<file path="config.mk">
export PLATFORM = sky130hd
export DESIGN_NAME = scrx_top
export DESIGN_NICKNAME = d
export VERILOG_FILES = /design/src/scrx_pkg.sv /design/src/scrx_top.sv
export VERILOG_INCLUDE_DIRS = /design/src
export SDC_FILE = /design/constraint.sdc
export NUM_CORES = 1
export LEC_CHECK = 0
export BUFFER_PORTS_ARGS = -buffer_cell sky130_fd_sc_hd__buf_2
export CORE_MARGIN = 2
export CORE_UTILIZATION = 59
export CTS_BUF_LIST = sky130_fd_sc_hd__clkbuf_16
export CTS_CLUSTER_SIZE = 16
export DETAILED_ROUTE_END_ITERATION = 8
export PLACE_DENSITY = 0.81
export SYNTH_ARGS = -nofsm -noshare
export SYNTH_HDL_FRONTEND = slang
export SYNTH_SLANG_ARGS = --single-unit
</file>
<file path="constraint.sdc">
create_clock -name CLK_I -period 4.1 [get_ports CLK_I]
set_clock_uncertainty 0.2 [all_clocks]
set_input_delay 0 -clock CLK_I [delete_from_list [all_inputs] [get_ports CLK_I]]
set_output_delay 0 -clock CLK_I [all_outputs]
set_load 0.01 [all_outputs]
</file>
<file path="src/scrx_params.svh">
// register offsets, reset values, field positions and timing counts
`ifndef SCRX_PARAMS_SVH
`define SCRX_PARAMS_SVH
`define SCRX_A_STAT     16'hfe08
`define SCRX_A_CHAR     16'hfe12
`define SCRX_A_IRQ      16'hfe09
`define SCRX_A_MASK     16'hfe0a
`define SCRX_CHAR_RST   8'h2c
`define SCRX_CRC_INIT   16'hffff
`define SCRX_CRC_POLY   16'h1021
`define SCRX_CRC_GOOD   16'h1d0f
`define SCRX_LRC_GOOD   8'h00
`define SCRX_TS_DIR     8'h3b
`define SCRX_TS_INV     8'h03
`define SCRX_H_PAR      5'd19
`define SCRX_H_BRK      5'd21
`define SCRX_H_CARDBRK  5'd22
`define SCRX_H_FIRST    5'd3
`define SCRX_SYNC_EDGE  4'd9
`define SCRX_B_LAST     5
`define SCRX_B_CDIS     7
`define SCRX_B_DETECT_INITIAL_CHARACTER    6
`define SCRX_B_CONV     5
`define SCRX_B_RSV      2
`define SCRX_I_PAR      0
`define SCRX_I_OVR      1
`define SCRX_I_CRC      2
`endif

</file>
<file path="src/scrx_pkg.sv">
// types of the smart card receive status and character control block
`default_nettype none
package scrx_pkg;
    typedef enum logic [1:0] {SCRX_IDLE, SCRX_CHAR, SCRX_BRK} scrx_state_t;
    typedef struct packed {
        logic        io_s1;
        logic        io_s2;
        logic        io_prev;
        logic        ck_s1;
        logic        ck_s2;
        logic        ck_prev;
        scrx_state_t st;
        logic [4:0]  h;
        logic [8:0]  raw;
        logic        err_pend;
        logic        tx_on;
        logic [4:0]  tx_h;
        logic [3:0]  edges;
        logic        ninth;
        logic        last;
        logic        cerr;
        logic        ovr;
        logic        par;
        logic        cdis;
        logic        detect_initial_character;
        logic        conv;
        logic [1:0]  break_length_select;
        logic        rsv;
        logic [15:0] crc;
        logic [7:0]  lrc;
        logic [2:0]  irq_st;
        logic [2:0]  irq_mask;
        logic        irq;
        logic [7:0]  rdata;
        logic        io_oe;
        logic        io_out;
        logic [7:0]  rx_data;
        logic        rx_wr;
        logic        card_brk;
    } scrx_reg_t;
endpackage : scrx_pkg
`default_nettype wire

</file>
<file path="src/scrx_top.sv">
// receive status, initial character and error break logic of the card port
// What this block does
// sync nine-bit mode: ninth clock edge data captured
// last byte: check CRC residue or LRC
// read-only checksum error bit
// read-only receive FIFO full bit
// FIFO empty bit, never an interrupt
// byte while full sets overrun, clear-on-read, interrupt
// bytes discarded while overrun stands
// parity error flag, clear-on-read, interrupt
// error break starts 10.5 ETU after start
// card break sampled 11 ETU after our start
// armed detection treats next character as TS
// unarmed detection keeps current convention
// TS obeys parity disable and break enable
// TS decoded ahead of FIFO, still stored
// convention bit set by TS, firmware writable
// firmware rewrites convention bit per card
// break length 1, 1.5 or 2 ETU
// inverse data converted unless disabled
// no error break outside T=0
`include "scrx_params.svh"
`default_nettype none
module scrx_top
    import scrx_pkg::*;
(
    input  wire logic        CLK_I,
    input  wire logic        RST_I,
    input  wire logic [15:0] ADDR_I,
    input  wire logic [7:0]  WDATA_I,
    input  wire logic        WR_I,
    input  wire logic        RD_I,
    output logic      [7:0]  RDATA_O,
    output logic             IRQ_O,
    input  wire logic        CARD_IO_I,
    output logic             CARD_IO_O,
    output logic             CARD_IO_OE_O,
    input  wire logic        CARD_CLK_I,
    input  wire logic        HALF_ETU_I,
    input  wire logic        T0_MODE_I,
    input  wire logic        SYNC_MODE_I,
    input  wire logic        NINE_BIT_FORMAT_SELECT_I,
    input  wire logic        PARITY_CHECK_DISABLE_I,
    input  wire logic        BREAK_GENERATE_ENABLE_I,
    input  wire logic        CRC_SELECT_I,
    input  wire logic        TX_START_I,
    input  wire logic        RX_FIFO_FULL_I,
    input  wire logic        RX_FIFO_EMPTY_I,
    output logic      [7:0]  RX_DATA_O,
    output logic             RX_WR_O,
    output logic             CARD_BREAK_O
);

    // ==========================================================
    // helpers
    function automatic logic [7:0] rev8(input logic [7:0] d);
        logic [7:0] r;
        r = '0;
        for (int i = 0; i < 8; i++) begin
            r[i] = d[7 - i];
        end
        return r;
    endfunction : rev8

    // ccitt polynomial, msb first
    function automatic logic [15:0] crc_byte(input logic [15:0] c, input logic [7:0] d);
        logic [15:0] r;
        r = c ^ {d, 8'h00};
        for (int i = 0; i < 8; i++) begin
            r = r[15] ? ((r << 1) ^ `SCRX_CRC_POLY) : (r << 1);
        end
        return r;
    endfunction : crc_byte

    // break length in half-ETU ticks; reserved code falls back to 1 ETU
    function automatic logic [4:0] brk_len(input logic [1:0] sel);
        logic [4:0] r;
        unique case (sel)
            2'b01:   r = 5'd3;
            2'b10:   r = 5'd4;
            default: r = 5'd2;
        endcase
        return r;
    endfunction : brk_len

    // initial character decode: bit 1 = known pattern, bit 0 = direct
    function automatic logic [1:0] ts_decode(input logic [7:0] d);
        logic [1:0] r;
        r = 2'b00;
        if (d == `SCRX_TS_DIR) begin
            r = 2'b11;
        end else if (d == `SCRX_TS_INV) begin
            r = 2'b10;
        end
        return r;
    endfunction : ts_decode

    // data and parity sample points, odd half ticks only
    // mid-bit sampling leaves half an etu of slack for sync delay
    function automatic logic is_sample(input logic [4:0] t);
        logic r;
        r = t[0] && (t >= `SCRX_H_FIRST) && (t <= `SCRX_H_PAR);
        return r;
    endfunction : is_sample

    // end-of-block check: residue or lrc must reach its good value
    function automatic logic sum_bad(input logic use_crc, input logic [15:0] c, input logic [7:0] l);
        logic r;
        r = use_crc ? (c != `SCRX_CRC_GOOD) : (l != `SCRX_LRC_GOOD);
        return r;
    endfunction : sum_bad

    // status byte; fifo bits are live, so they are never stale
    function automatic logic [7:0] stat_word(input scrx_reg_t s, input logic full, input logic empty);
        logic [7:0] r;
        r = {s.ninth, 1'b0, s.last, s.cerr, full, empty, s.ovr, s.par};
        return r;
    endfunction : stat_word

    // ==========================================================
    // state
    scrx_reg_t q;
    scrx_reg_t next_q;

    localparam logic [7:0] char_rst = `SCRX_CHAR_RST;

    logic [8:0]  full9;
    logic [7:0]  d_raw;
    logic [7:0]  d_out;
    logic        eff_conv;
    logic        perr;
    logic [4:0]  nh;
    logic [15:0] crc_n;
    logic [7:0]  lrc_n;
    logic        stat_rd;
    logic [1:0]  ts_code;

    // ==========================================================
    // next state
    always_comb begin
        next_q = q;
        next_q.rx_wr = 1'b0;
        next_q.card_brk = 1'b0;
        next_q.io_out = 1'b0;
        // two-flop synchronisers, edges judged on the second flop only
        next_q.io_s1 = CARD_IO_I;
        next_q.io_s2 = q.io_s1;
        next_q.io_prev = q.io_s2;
        next_q.ck_s1 = CARD_CLK_I;
        next_q.ck_s2 = q.ck_s1;
        next_q.ck_prev = q.ck_s2;
        nh = q.h + 5'd1;
        full9 = {q.io_s2, q.raw[8:1]};
        d_raw = full9[7:0];
        eff_conv = q.conv;
        ts_code = ts_decode(d_raw);
        // unknown first character keeps the current convention
        if (q.detect_initial_character && ts_code[1]) begin
            eff_conv = ts_code[0];
        end
        // even parity on the line; inverse flips the sense
        perr = !PARITY_CHECK_DISABLE_I && ((^full9) == eff_conv);
        d_out = (eff_conv || q.cdis) ? d_raw : ~rev8(d_raw);
        crc_n = crc_byte(q.crc, d_out);
        lrc_n = q.lrc ^ d_out;
        stat_rd = RD_I && (ADDR_I == `SCRX_A_STAT);

        // ------------------------------------------------------
        // register writes; hardware events below win a same-cycle clash
        if (WR_I) begin
            unique case (ADDR_I)
                `SCRX_A_STAT: begin
                    next_q.last = WDATA_I[`SCRX_B_LAST];
                    if (WDATA_I[`SCRX_B_LAST]) begin
                        next_q.cerr = 1'b0;
                    end
                end
                `SCRX_A_CHAR: begin
                    next_q.cdis = WDATA_I[`SCRX_B_CDIS];
                    next_q.detect_initial_character = WDATA_I[`SCRX_B_DETECT_INITIAL_CHARACTER];
                    next_q.conv = WDATA_I[`SCRX_B_CONV];
                    next_q.break_length_select = WDATA_I[4:3];
                    next_q.rsv = WDATA_I[`SCRX_B_RSV];
                end
                `SCRX_A_IRQ: next_q.irq_st = q.irq_st & ~WDATA_I[2:0];
                `SCRX_A_MASK: next_q.irq_mask = WDATA_I[2:0];
                default: ;
            endcase
        end
        if (stat_rd) begin
            next_q.par = 1'b0;
            next_q.ovr = 1'b0;
        end

        // ------------------------------------------------------
        // synchronous nine-bit capture
        if (!(SYNC_MODE_I && NINE_BIT_FORMAT_SELECT_I)) begin
            next_q.edges = '0;
        end else if (q.ck_s2 && !q.ck_prev) begin
            if (q.edges == `SCRX_SYNC_EDGE - 4'd1) begin
                next_q.ninth = q.io_s2;
                next_q.edges = '0;
            end else begin
                next_q.edges = q.edges + 4'd1;
            end
        end

        // ------------------------------------------------------
        // card break after our own transmitted character
        // line is read through the synchroniser, two clocks late
        if (TX_START_I) begin
            next_q.tx_on = 1'b1;
            next_q.tx_h = '0;
        end else if (q.tx_on && HALF_ETU_I) begin
            next_q.tx_h = q.tx_h + 5'd1;
            if (q.tx_h + 5'd1 == `SCRX_H_CARDBRK) begin
                next_q.card_brk = !q.io_s2;
                next_q.tx_on = 1'b0;
            end
        end

        // ------------------------------------------------------
        // character receiver, timed in half-ETU ticks from start edge
        // a running transmit check blocks starts: our echo is no character
        unique case (q.st)
            SCRX_IDLE: begin
                if (!SYNC_MODE_I && !q.tx_on && q.io_prev && !q.io_s2) begin
                    next_q.st = SCRX_CHAR;
                    next_q.h = '0;
                    next_q.err_pend = 1'b0;
                end
            end
            SCRX_CHAR: begin
                if (HALF_ETU_I) begin
                    next_q.h = nh;
                    if (is_sample(nh)) begin
                        next_q.raw = full9;
                    end
                    if (nh == `SCRX_H_PAR) begin
                        if (q.detect_initial_character) begin
                            next_q.detect_initial_character = 1'b0;
                            next_q.conv = eff_conv;
                        end
                        if (perr) begin
                            next_q.par = 1'b1;
                            next_q.irq_st[`SCRX_I_PAR] = 1'b1;
                            next_q.err_pend = T0_MODE_I;
                        end
                        if (RX_FIFO_FULL_I || q.ovr) begin
                            if (RX_FIFO_FULL_I) begin
                                next_q.ovr = 1'b1;
                                next_q.irq_st[`SCRX_I_OVR] = 1'b1;
                            end
                        end else begin
                            next_q.rx_wr = 1'b1;
                            next_q.rx_data = d_out;
                        end
                        next_q.crc = crc_n;
                        next_q.lrc = lrc_n;
                        if (q.last) begin
                            if (sum_bad(CRC_SELECT_I, crc_n, lrc_n)) begin
                                next_q.cerr = 1'b1;
                                next_q.irq_st[`SCRX_I_CRC] = 1'b1;
                            end
                            next_q.last = 1'b0;
                            next_q.crc = `SCRX_CRC_INIT;
                            next_q.lrc = `SCRX_LRC_GOOD;
                        end
                    end
                    if (nh == `SCRX_H_BRK) begin
                        if (q.err_pend && BREAK_GENERATE_ENABLE_I) begin
                            next_q.st = SCRX_BRK;
                            next_q.io_oe = 1'b1;
                            next_q.h = '0;
                        end else begin
                            next_q.st = SCRX_IDLE;
                        end
                    end
                end
            end
            SCRX_BRK: begin
                if (HALF_ETU_I) begin
                    next_q.h = nh;
                    if (nh == brk_len(q.break_length_select)) begin
                        next_q.io_oe = 1'b0;
                        next_q.st = SCRX_IDLE;
                    end
                end
            end
        endcase

        // ------------------------------------------------------
        // bus read data and interrupt
        next_q.rdata = 8'h00;
        if (RD_I) begin
            unique case (ADDR_I)
                `SCRX_A_STAT: next_q.rdata = stat_word(q, RX_FIFO_FULL_I, RX_FIFO_EMPTY_I);
                `SCRX_A_CHAR: next_q.rdata = {q.cdis, q.detect_initial_character, q.conv, q.break_length_select,
                                              q.rsv, 2'b00};
                `SCRX_A_IRQ:  next_q.rdata = {5'b00000, q.irq_st};
                `SCRX_A_MASK: next_q.rdata = {5'b00000, q.irq_mask};
                default:      next_q.rdata = 8'h00;
            endcase
        end
        // empty has no interrupt status bit here, so it can never interrupt
        next_q.irq = |(next_q.irq_st & next_q.irq_mask);
    end

    // ==========================================================
    // registers
    always_ff @(posedge CLK_I or posedge RST_I) begin
        if (RST_I) begin
            q <= '0;
            // idle line level, so no false start follows reset
            q.io_s1 <= 1'b1;
            q.io_s2 <= 1'b1;
            q.io_prev <= 1'b1;
            q.st <= SCRX_IDLE;
            q.cdis <= char_rst[`SCRX_B_CDIS];
            q.detect_initial_character <= char_rst[`SCRX_B_DETECT_INITIAL_CHARACTER];
            q.conv <= char_rst[`SCRX_B_CONV];
            q.break_length_select <= char_rst[4:3];
            q.rsv <= char_rst[`SCRX_B_RSV];
            q.crc <= `SCRX_CRC_INIT;
        end else begin
            q <= next_q;
        end
    end

    // ==========================================================
    // outputs
    assign RDATA_O = q.rdata;
    assign IRQ_O = q.irq;
    assign CARD_IO_O = q.io_out;
    assign CARD_IO_OE_O = q.io_oe;
    assign RX_DATA_O = q.rx_data;
    assign RX_WR_O = q.rx_wr;
    assign CARD_BREAK_O = q.card_brk;

endmodule : scrx_top
`default_nettype wire

</file>
# == After elaboration in Yosys (flattened, before gate mapping) ==
# Index checks and enable logic that the tools add are counted.
# op_classes
addsub,3
magnitude_cmp,2
eq_ne,26
n_mux,80
bitwise_logic,15
n_reduce_logical,37
# ops
cell,n
13-bit two-way mux,8
16-bit equality test (second input constant),4
8-bit case mux with 4 select lines,1
5-bit two-way mux,6
1-bit two-way mux,28
3-bit NOT,9
25-bit two-way mux,1
2-bit two-way mux,12
7-bit two-way mux,3
7-bit case mux with 3 select lines,1
4-bit two-way mux,5
6-bit two-way mux,3
17-bit two-way mux,1
8-bit two-way mux,2
16-bit by 13-bit inequality test with 1-bit output (second input constant),1
2-bit inequality test (second input constant),8
16-bit XOR,1
5-bit equality test (second input constant),3
3-bit two-way mux,5
1-bit logical AND,12
3-bit AND reduction,4
5-bit by 1-bit adder with 5-bit output (second input constant),2
5-bit AND reduction,2
9-bit two-way mux,1
other kinds (27),40
# word_totals
ff_bits,94
input_bits,40
out_inout_bits,21
wordCells,196

# == Logic depth before layout (Yosys ltp) ==
# Gate-level depths: netlist (run 1).
# depth
ltp_word,33
ltp_mapped,12
mapped_depth_nobuf,11

# == Worst setup path before layout (run 1) ==
# OpenSTA, ideal clock, no wires.
# synth_timing
path_kind,reg2reg
from,"register q, in the netlist d_raw[6]"
to,register q[59] in the netlist's numbering
setup_time_ns,0.140
arrival_time_ns,2.599
required_time_ns,3.760
setup_slack_ns,1.161
path_stages_with_launch,12
n_path_buf,0
synth_period_minus_slack_ns,2.939
cell_sequence,dfrtp_1 > inv_1 > ha_1 > and3_4 > a31oi_4 > nand2_4 > a21oi_1 > xor2_1 > xnor2_1 > nand4_1 > o41ai_1 > o211ai_1
# synth_lines
item,line,source
start: declaration,scrx_top.sv:122,scrx_reg_t q;
start signal: assignment,scrx_top.sv:326,q <= next_q;

==> results of run 1 <==
## final cells by class
cell class	instances	area (um2)
clock inverter	7	66.3
fill	641	2600
multi-input combinational	365	2560
inverter	23	87.6
tap	108	135
sequential	93	2350
clock buffer	9	225
timing repair buffer	91	606
## cell usage in the layout (no fill, tap or decap), types with 4 or more instances in the layout
| cell type | netlist | final |
|---|---|---|
| dfrtp_1 | 71 | 71 |
| buf_2 | 1 | 59 |
| nand2_1 | 46 | 46 |
| o21ai_0 | 38 | 38 |
| nor2_1 | 34 | 34 |
| dlygate4sd3_1 | 0 | 28 |
| xnor2_1 | 24 | 24 |
| inv_1 | 22 | 22 |
| dfstp_2 | 22 | 22 |
| a21oi_1 | 18 | 18 |
| ha_1 | 16 | 16 |
| xor2_1 | 15 | 15 |
| nor3_1 | 13 | 13 |
| nor2b_1 | 13 | 13 |
| mux2_2 | 13 | 13 |
| o31ai_1 | 10 | 10 |
| nand3_1 | 9 | 9 |
| o22a_1 | 9 | 9 |
| clkbuf_16 | 0 | 9 |
| a22o_1 | 8 | 8 |
| xnor2_2 | 6 | 6 |
| nand4_1 | 6 | 6 |
| a22oi_1 | 6 | 6 |
| o41ai_1 | 5 | 5 |
| nand2b_1 | 5 | 5 |
| o211ai_1 | 4 | 4 |
| nand4b_1 | 4 | 4 |
| and3_1 | 4 | 4 |
| a31oi_1 | 4 | 4 |
| buf_4 | 17 | 4 |
## worst max-delay path: cells and delay by family (launching register included)
family,cells,cell delay (ns)
xor gates and xnor gates,2,0.54
buffers and inverters,1,0.24
adders and majority gates,1,0.25
AOI/OAI and AO/OA,3,0.85
and+or+nand+nor,4,0.82
DFF,1,0.45
## cell usage after synthesis, types with 3 or more instances
| library cell | n |
|---|---|
| dfrtp_1 | 71 |
| a22oi_1 | 6 |
| nand4_1 | 6 |
| o31ai_1 | 10 |
| o22a_1 | 9 |
| a22o_1 | 8 |
| nand4b_1 | 4 |
| a21oi_4 | 3 |
| mux2i_1 | 3 |
| xor2_1 | 15 |
| nand2_1 | 46 |
| a21oi_1 | 18 |
| o211ai_1 | 4 |
| a21o_1 | 3 |
| a31oi_1 | 4 |
| dfstp_2 | 22 |
| and2_1 | 3 |
| o21ai_0 | 38 |
| a211oi_1 | 3 |
| or3_1 | 3 |
| nor3_1 | 13 |
| nand3_1 | 9 |
| nor3_2 | 3 |
| mux2_2 | 13 |
| inv_1 | 22 |
| xnor2_1 | 24 |
| o41ai_1 | 5 |
| xnor2_2 | 6 |
| nor2_1 | 34 |
| clkbuf_1 | 15 |
| nor2b_1 | 13 |
| buf_4 | 17 |
| nand2b_1 | 5 |
| and3_1 | 4 |
| ha_1 | 16 |
## per-layer routing
metal | track usage (%) | vias up | share of wire, %
li1 | - | 1948 | -
met1 | 34.8 | 1978 | 45
met2 | 41.8 | 128 | 48
met3 | 4.58 | 24 | 4.8
met4 | 8.12 | 0 | 2.1
met5 | 0 | - | 0
## path summary, 6_finish.rpt
path	start	to	slack, ns	depth (start not counted)
worst max register to register	d_raw[3]$_DFFE_PP0P_	IRQ_O$_DFF_PP0_	0.61	11
min in group asynchronous	RST_I	d_raw[1]$_DFFE_PP0P_	0.17	3
worst min register to register	next_q[90]$_DFF_PP0_	next_q[89]$_DFF_PP0_	0.15	0
max in group asynchronous	RST_I	q[36]$_DFFE_PP1P_	2.50	4
worst max-delay path	d_raw[3]$_DFFE_PP0P_	IRQ_O$_DFF_PP0_	0.61	11
worst min-delay path	ADDR_I[4]	RDATA_O[0]$_DFF_PP0_	0.001	5
## state kept, by name, indices dropped and copies added, names as in the netlist
name          flops
CARD_BREAK_O      1
CARD_IO_OE_O      1
IRQ_O             1
RDATA_O           8
RX_DATA_O         8
RX_WR_O           1
d_raw             8
full9             1
next_q            3
q                61
## what timing repair did
action,4_1_cts,5_1_grt
hold endpoints to repair,89,0
hold buffers,28,0
buffers inserted,0,0
setup endpoints to repair,0,0
## stage by stage
stage | hold slack, ns | cell area [um2] | std cells | power (mW) | setup slack [ns]
2_1_floorplan | -0.196 | 5200 | 515 | 1.48 | 1.16
3_3_place_gp | -0.0955 | 5460 | 652 | 1.59 | 0.884
3_5_place_dp | -0.0908 | 5460 | 652 | 1.61 | 0.734
4_1_cts | 0.000140 | 6030 | 696 | 2.45 | 0.646
5_1_grt | 0.0160 | 6030 | 696 | 2.58 | 0.300
6_report | 0.00113 | 6030 | 696 | 2.44 | 0.613
## power groups by stage
stage | clock network, mW | logic, mW | registers, mW
6_report | 0.815 | 0.604 | 1.02
5_1_grt | 0.876 | 0.669 | 1.03
4_1_cts | 0.829 | 0.599 | 1.02
3_5_place_dp | 0 | 0.576 | 1.04
3_3_place_gp | 0 | 0.559 | 1.03
2_1_floorplan | 0 | 0.462 | 1.01
## kinds of logic (layout without fill, tap and decap cells)
| family | count (synthesis) | count (layout) | synth area share, % |
|---|---|---|---|
| xor+xnor | 45 | 45 | 8.45 |
| buf+inv | 57 | 130 | 5.51 |
| other cells | 1 | 1 | 0.0721 |
| flops | 93 | 93 | 45.3 |
| compound gates | 129 | 129 | 17.6 |
| simple gates | 158 | 158 | 15.9 |
| fa+ha+maj | 16 | 16 | 3.85 |
| mux | 16 | 16 | 3.39 |
==> flow_summary.ini, run 1 <==
[synth]
synth_warnings = 0
synth_seq_area_share_pct = 45.3
synth_edf_count = 0
synth_nets = 571
yosysTopAreaCellShare_pct = 34.2
ys.flop_type = dfrtp_1
synthCells = 515
synth_top_area_cell = dfrtp_1
synth_area_per_cell_um2 = 10.1
synth_area_leaders = dfrtp_1 34%, dfstp_2 11%, xnor2_1 4.0%
ys_ff_latch = 93
async_flop_share_pct = 100
yosysUniqueCellTypes = 67
synth_area_um2 = 5200

[setup_path]
crit_path_max_fanout = 9
worst-setup-path-type = flip-flop to flip-flop
cp_slowest_cell = dfrtp_1
cp-end-kind = flip-flop
crit_chain = clkinv_1 > ha_1 > nand2_1 > o21a_1 > nor3_1 > a21oi_1 > xor2_1 > xnor2_1 > nand4_1 > nor4_1 > a31oi_1
crit_path_max_incr_delay_ns = 0.45
worstPathArrival_ns = 3.49
required_ns = 4.10
cp-start-kind = flip-flop

[clock_tree]
path_clk_slew_ns = 0.07
cts_root_buf = clkbuf_16
cts_buffer_depth = 2
htreeDepth = 3
clk_latency_ns = 0.34
cts_sinks = 93
cts_resized = 0
cts_tree = built
numCtsBuffers = 9

[power]
power_frac_clock_pct = 33.4
p_int_mw = 1.69
power_switching_mw = 0.752
max-vdd-ir-drop_mv = 0.257
power_frac_comb_pct = 24.7
switching_share_pct = 30.8
p_seq_share_pct = 41.9
power_density_nw_per_um2 = 405
p_leak_nw = 2.66

[cells_and_area]
area_growth_pct = 16.0
drive_gt1_share_pct = 23.8
diodes = 0
final_util_pct = 69.9
nets = 639

[job]
cap_violations = 0

[timing]
rsz0062_at_grt = false
slew_viol_final = 0
worst_pin_slew_ns = 0.878
finalCritPeriodShare_pct = 85.1
relSlewSlack_pct = 41.4
tns_ns = 0
post-route-min-period_ns = 3.49
fmax_mhz = 287
setup_viol = 0
final-hold-violation-count = 0

[route]
final_antenna_net_count = 0
wirelength_um = 11800
drt_iter0_markers = 222
drc = 0
vias_per_cell = 5.86
first_pass_iters = 6
wl_per_cell_um = 16.9
vias = 4078

[floorplan]
dieWidth_um = 97.9
start_util_pct = 60.2
die_h_um = 97.9
pin_count = 61
fp.dieArea_um2 = 9580
core_area_um2 = 8640
rows = 34

[global_route]
antenna_found_initial = 0
grt_max_degree = 54
grt_pass1_vias = 4124
track_usage_pct = 25.5
grt_overflow = 0
grt_pass1_wl_um = 19900

[run_status]
status = finished, final reports clean

[place]
port_buffers = 59
dp_hpwl_um = 8000
gp_congestion = 0.887

[min_path]
min_path_type = primary input to flip-flop
Power figures use the tool's default switching activity.
==> run 2: changes to the inputs <==
--- a/config.mk
+++ b/config.mk
@@ -7,12 +7,13 @@
 export NUM_CORES = 1
 export LEC_CHECK = 0
 export BUFFER_PORTS_ARGS = -buffer_cell sky130_fd_sc_hd__buf_2
+export CORE_ASPECT_RATIO = 0.8
 export CORE_MARGIN = 2
 export CORE_UTILIZATION = 59
 export CTS_BUF_LIST = sky130_fd_sc_hd__clkbuf_16
 export CTS_CLUSTER_SIZE = 16
 export DETAILED_ROUTE_END_ITERATION = 8
-export PLACE_DENSITY = 0.81
+export PLACE_DENSITY_LB_ADDON = 0.25
 export SYNTH_ARGS = -nofsm -noshare
 export SYNTH_HDL_FRONTEND = slang
 export SYNTH_SLANG_ARGS = --single-unit
==> flow_summary.ini, run 2 (synthesis results as in run 1) <==
[run_status]
status = finished, final reports clean

[route]
drc = 0
wirelength_um = 11800
drt_iter0_markers = 329
vias_per_cell = 5.83
wl_per_cell_um = 16.7
vias = 4127
final_antenna_net_count = 0
first_pass_iters = 7

[timing]
worst_pin_slew_ns = 0.842
rsz0062_at_grt = false
tns_ns = 0
setup_viol = 0
relSlewSlack_pct = 43.8
whs_ns = 0.0407
fmax_mhz = 272
post-route-min-period_ns = 3.68
final-hold-violation-count = 0
finalCritPeriodShare_pct = 89.7
slew_viol_final = 0
fin_ws_ns = 0.424

[place]
port_buffers = 59
dp_hpwl_um = 8140
post-place-ws_ns = 0.603
gp_congestion = 0.886
dp.cells = 657
placed_cell_area_um2 = 5470

[global_route]
antenna_found_initial = 0
track_usage_pct = 26.4
grt_overflow = 0
met1_usage_pct = 36.0
grt_busiest_layer = met2
grt_max_degree = 50
gr-usage-met2_pct = 41.5
grt_util_met3_pct = 5.65
grt_pass1_vias = 3963
grt_pass1_wl_um = 19300

[clock_tree]
cts_sinks = 93
cts_buffer_depth = 2
path_clk_slew_ns = 0.07
htreeDepth = 3
cts_root_buf = clkbuf_16
clk_latency_ns = 0.34
numCtsBuffers = 9
cts_tree = built

[cells_and_area]
regMostFlops = q
drive_gt1_share_pct = 23.7
diodes = 0
mostFrequentLayoutCell = dfrtp_1
final_util_pct = 71.8
postLayoutCellArea_um2 = 6120
nets = 647
largest_reg_flops = 61
layoutNonFillerInstCount = 708
most-common-layout-cells = 71 x dfrtp_1, 59 x buf_2, 46 x nand2_1
area_growth_pct = 17.7

[power]
p_seq_share_pct = 41.4
power_mw = 2.47
switching_share_pct = 31.2
p_leak_nw = 2.69
power_switching_mw = 0.770
p_int_mw = 1.70
power_density_nw_per_um2 = 403
power_frac_clock_pct = 33.0
max-vdd-ir-drop_mv = 0.351
power_frac_comb_pct = 25.5

[setup_path]
crit_path_max_fanout = 9
cp_slowest_cell = xnor2_1
required_ns = 4.10
ff2ff_path_depth = 11
r2r_end = q[26]$_DFF_PP0_
r2r_slack_ns = 0.42
cpLargestDelayFamily = compound AO/OA/AOI/OAI gates
crit_chain = clkinv_1 > ha_1 > nand2_1 > o21a_1 > nor3_1 > a21oi_1 > xor2_1 > xnor2_1 > nand4_1 > nor4_1 > a31oi_1
cp-end-kind = flip-flop
cp-start-kind = flip-flop
worst-setup-path-type = flip-flop to flip-flop
critPathBufInv = 1
crit_path_max_incr_delay_ns = 0.51
worstPathArrival_ns = 3.67
crit-reg2reg-launch = d_raw[3]$_DFFE_PP0P_

[min_path]
hold_end = RDATA_O[3]$_DFF_PP0_
min_path_type = primary input to flip-flop
hp-start = ADDR_I[1]
timing.hold.worst_path_depth = 5

[floorplan]
core_area_um2 = 8520
fp.dieArea_um2 = 9590
die_h_um = 88.0
start_util_pct = 61.0
pin_count = 61
dieWidth_um = 109
rows = 30

[job]
cap_violations = 0
[run 2: worst min-delay path, cell delays in order]
cell and delay, ns:
buf_2 0.11, nand3b_1 0.10, nor3b_2 0.09, a22oi_1 0.19
nor2_1 0.05
[run 2: layout make-up]
class / count / area (um2)
inverter: 23 / 87.6
multi-input combinational: 365 / 2560
clock inverter: 7 / 68.8
tap: 112 / 140
fill: 571 / 2400
timing repair buffer: 99 / 683
sequential: 93 / 2350
clock buffer: 9 / 225
[run 2: per-layer routing]
layer	share of wire, %	up-vias
met3	7.3	23
met5	0	-
met4	2.0	0
li1	-	1956
met2	46	162
met1	45	1986
[run 2: worst max path at each step]
stage	depth (start not counted)	startpoint	to	slack (ns)
after global routing	11	d_raw[3]$_DFFE_PP0P_	q[26]$_DFF_PP0_	0.29
after global placement	11	d_raw[3]$_DFFE_PP0P_	IRQ_O$_DFF_PP0_	0.88
final	11	d_raw[3]$_DFFE_PP0P_	q[26]$_DFF_PP0_	0.42
after floorplan	11	d_raw[6]$_DFFE_PP0P_	q[59]$_DFF_PP0_	1.16
after detailed placement	11	d_raw[3]$_DFFE_PP0P_	q[26]$_DFF_PP0_	0.60
after CTS	11	d_raw[3]$_DFFE_PP0P_	q[26]$_DFF_PP0_	0.52
[run 2: power by group through the flow]
stage	clock network (mW)	registers (mW)	logic (mW)
final	0.816	1.02	0.631
after global routing	0.874	1.03	0.703
after CTS	0.828	1.02	0.626
after detailed placement	0	1.04	0.594
after global placement	0	1.03	0.576
after floorplan	0	1.01	0.462
[run 2: timing repair]
item                      4_1_cts  5_1_grt
hold endpoints to repair       80        0
hold buffers                   35        0
gates resized for setup         0        0
buffers inserted                0        0
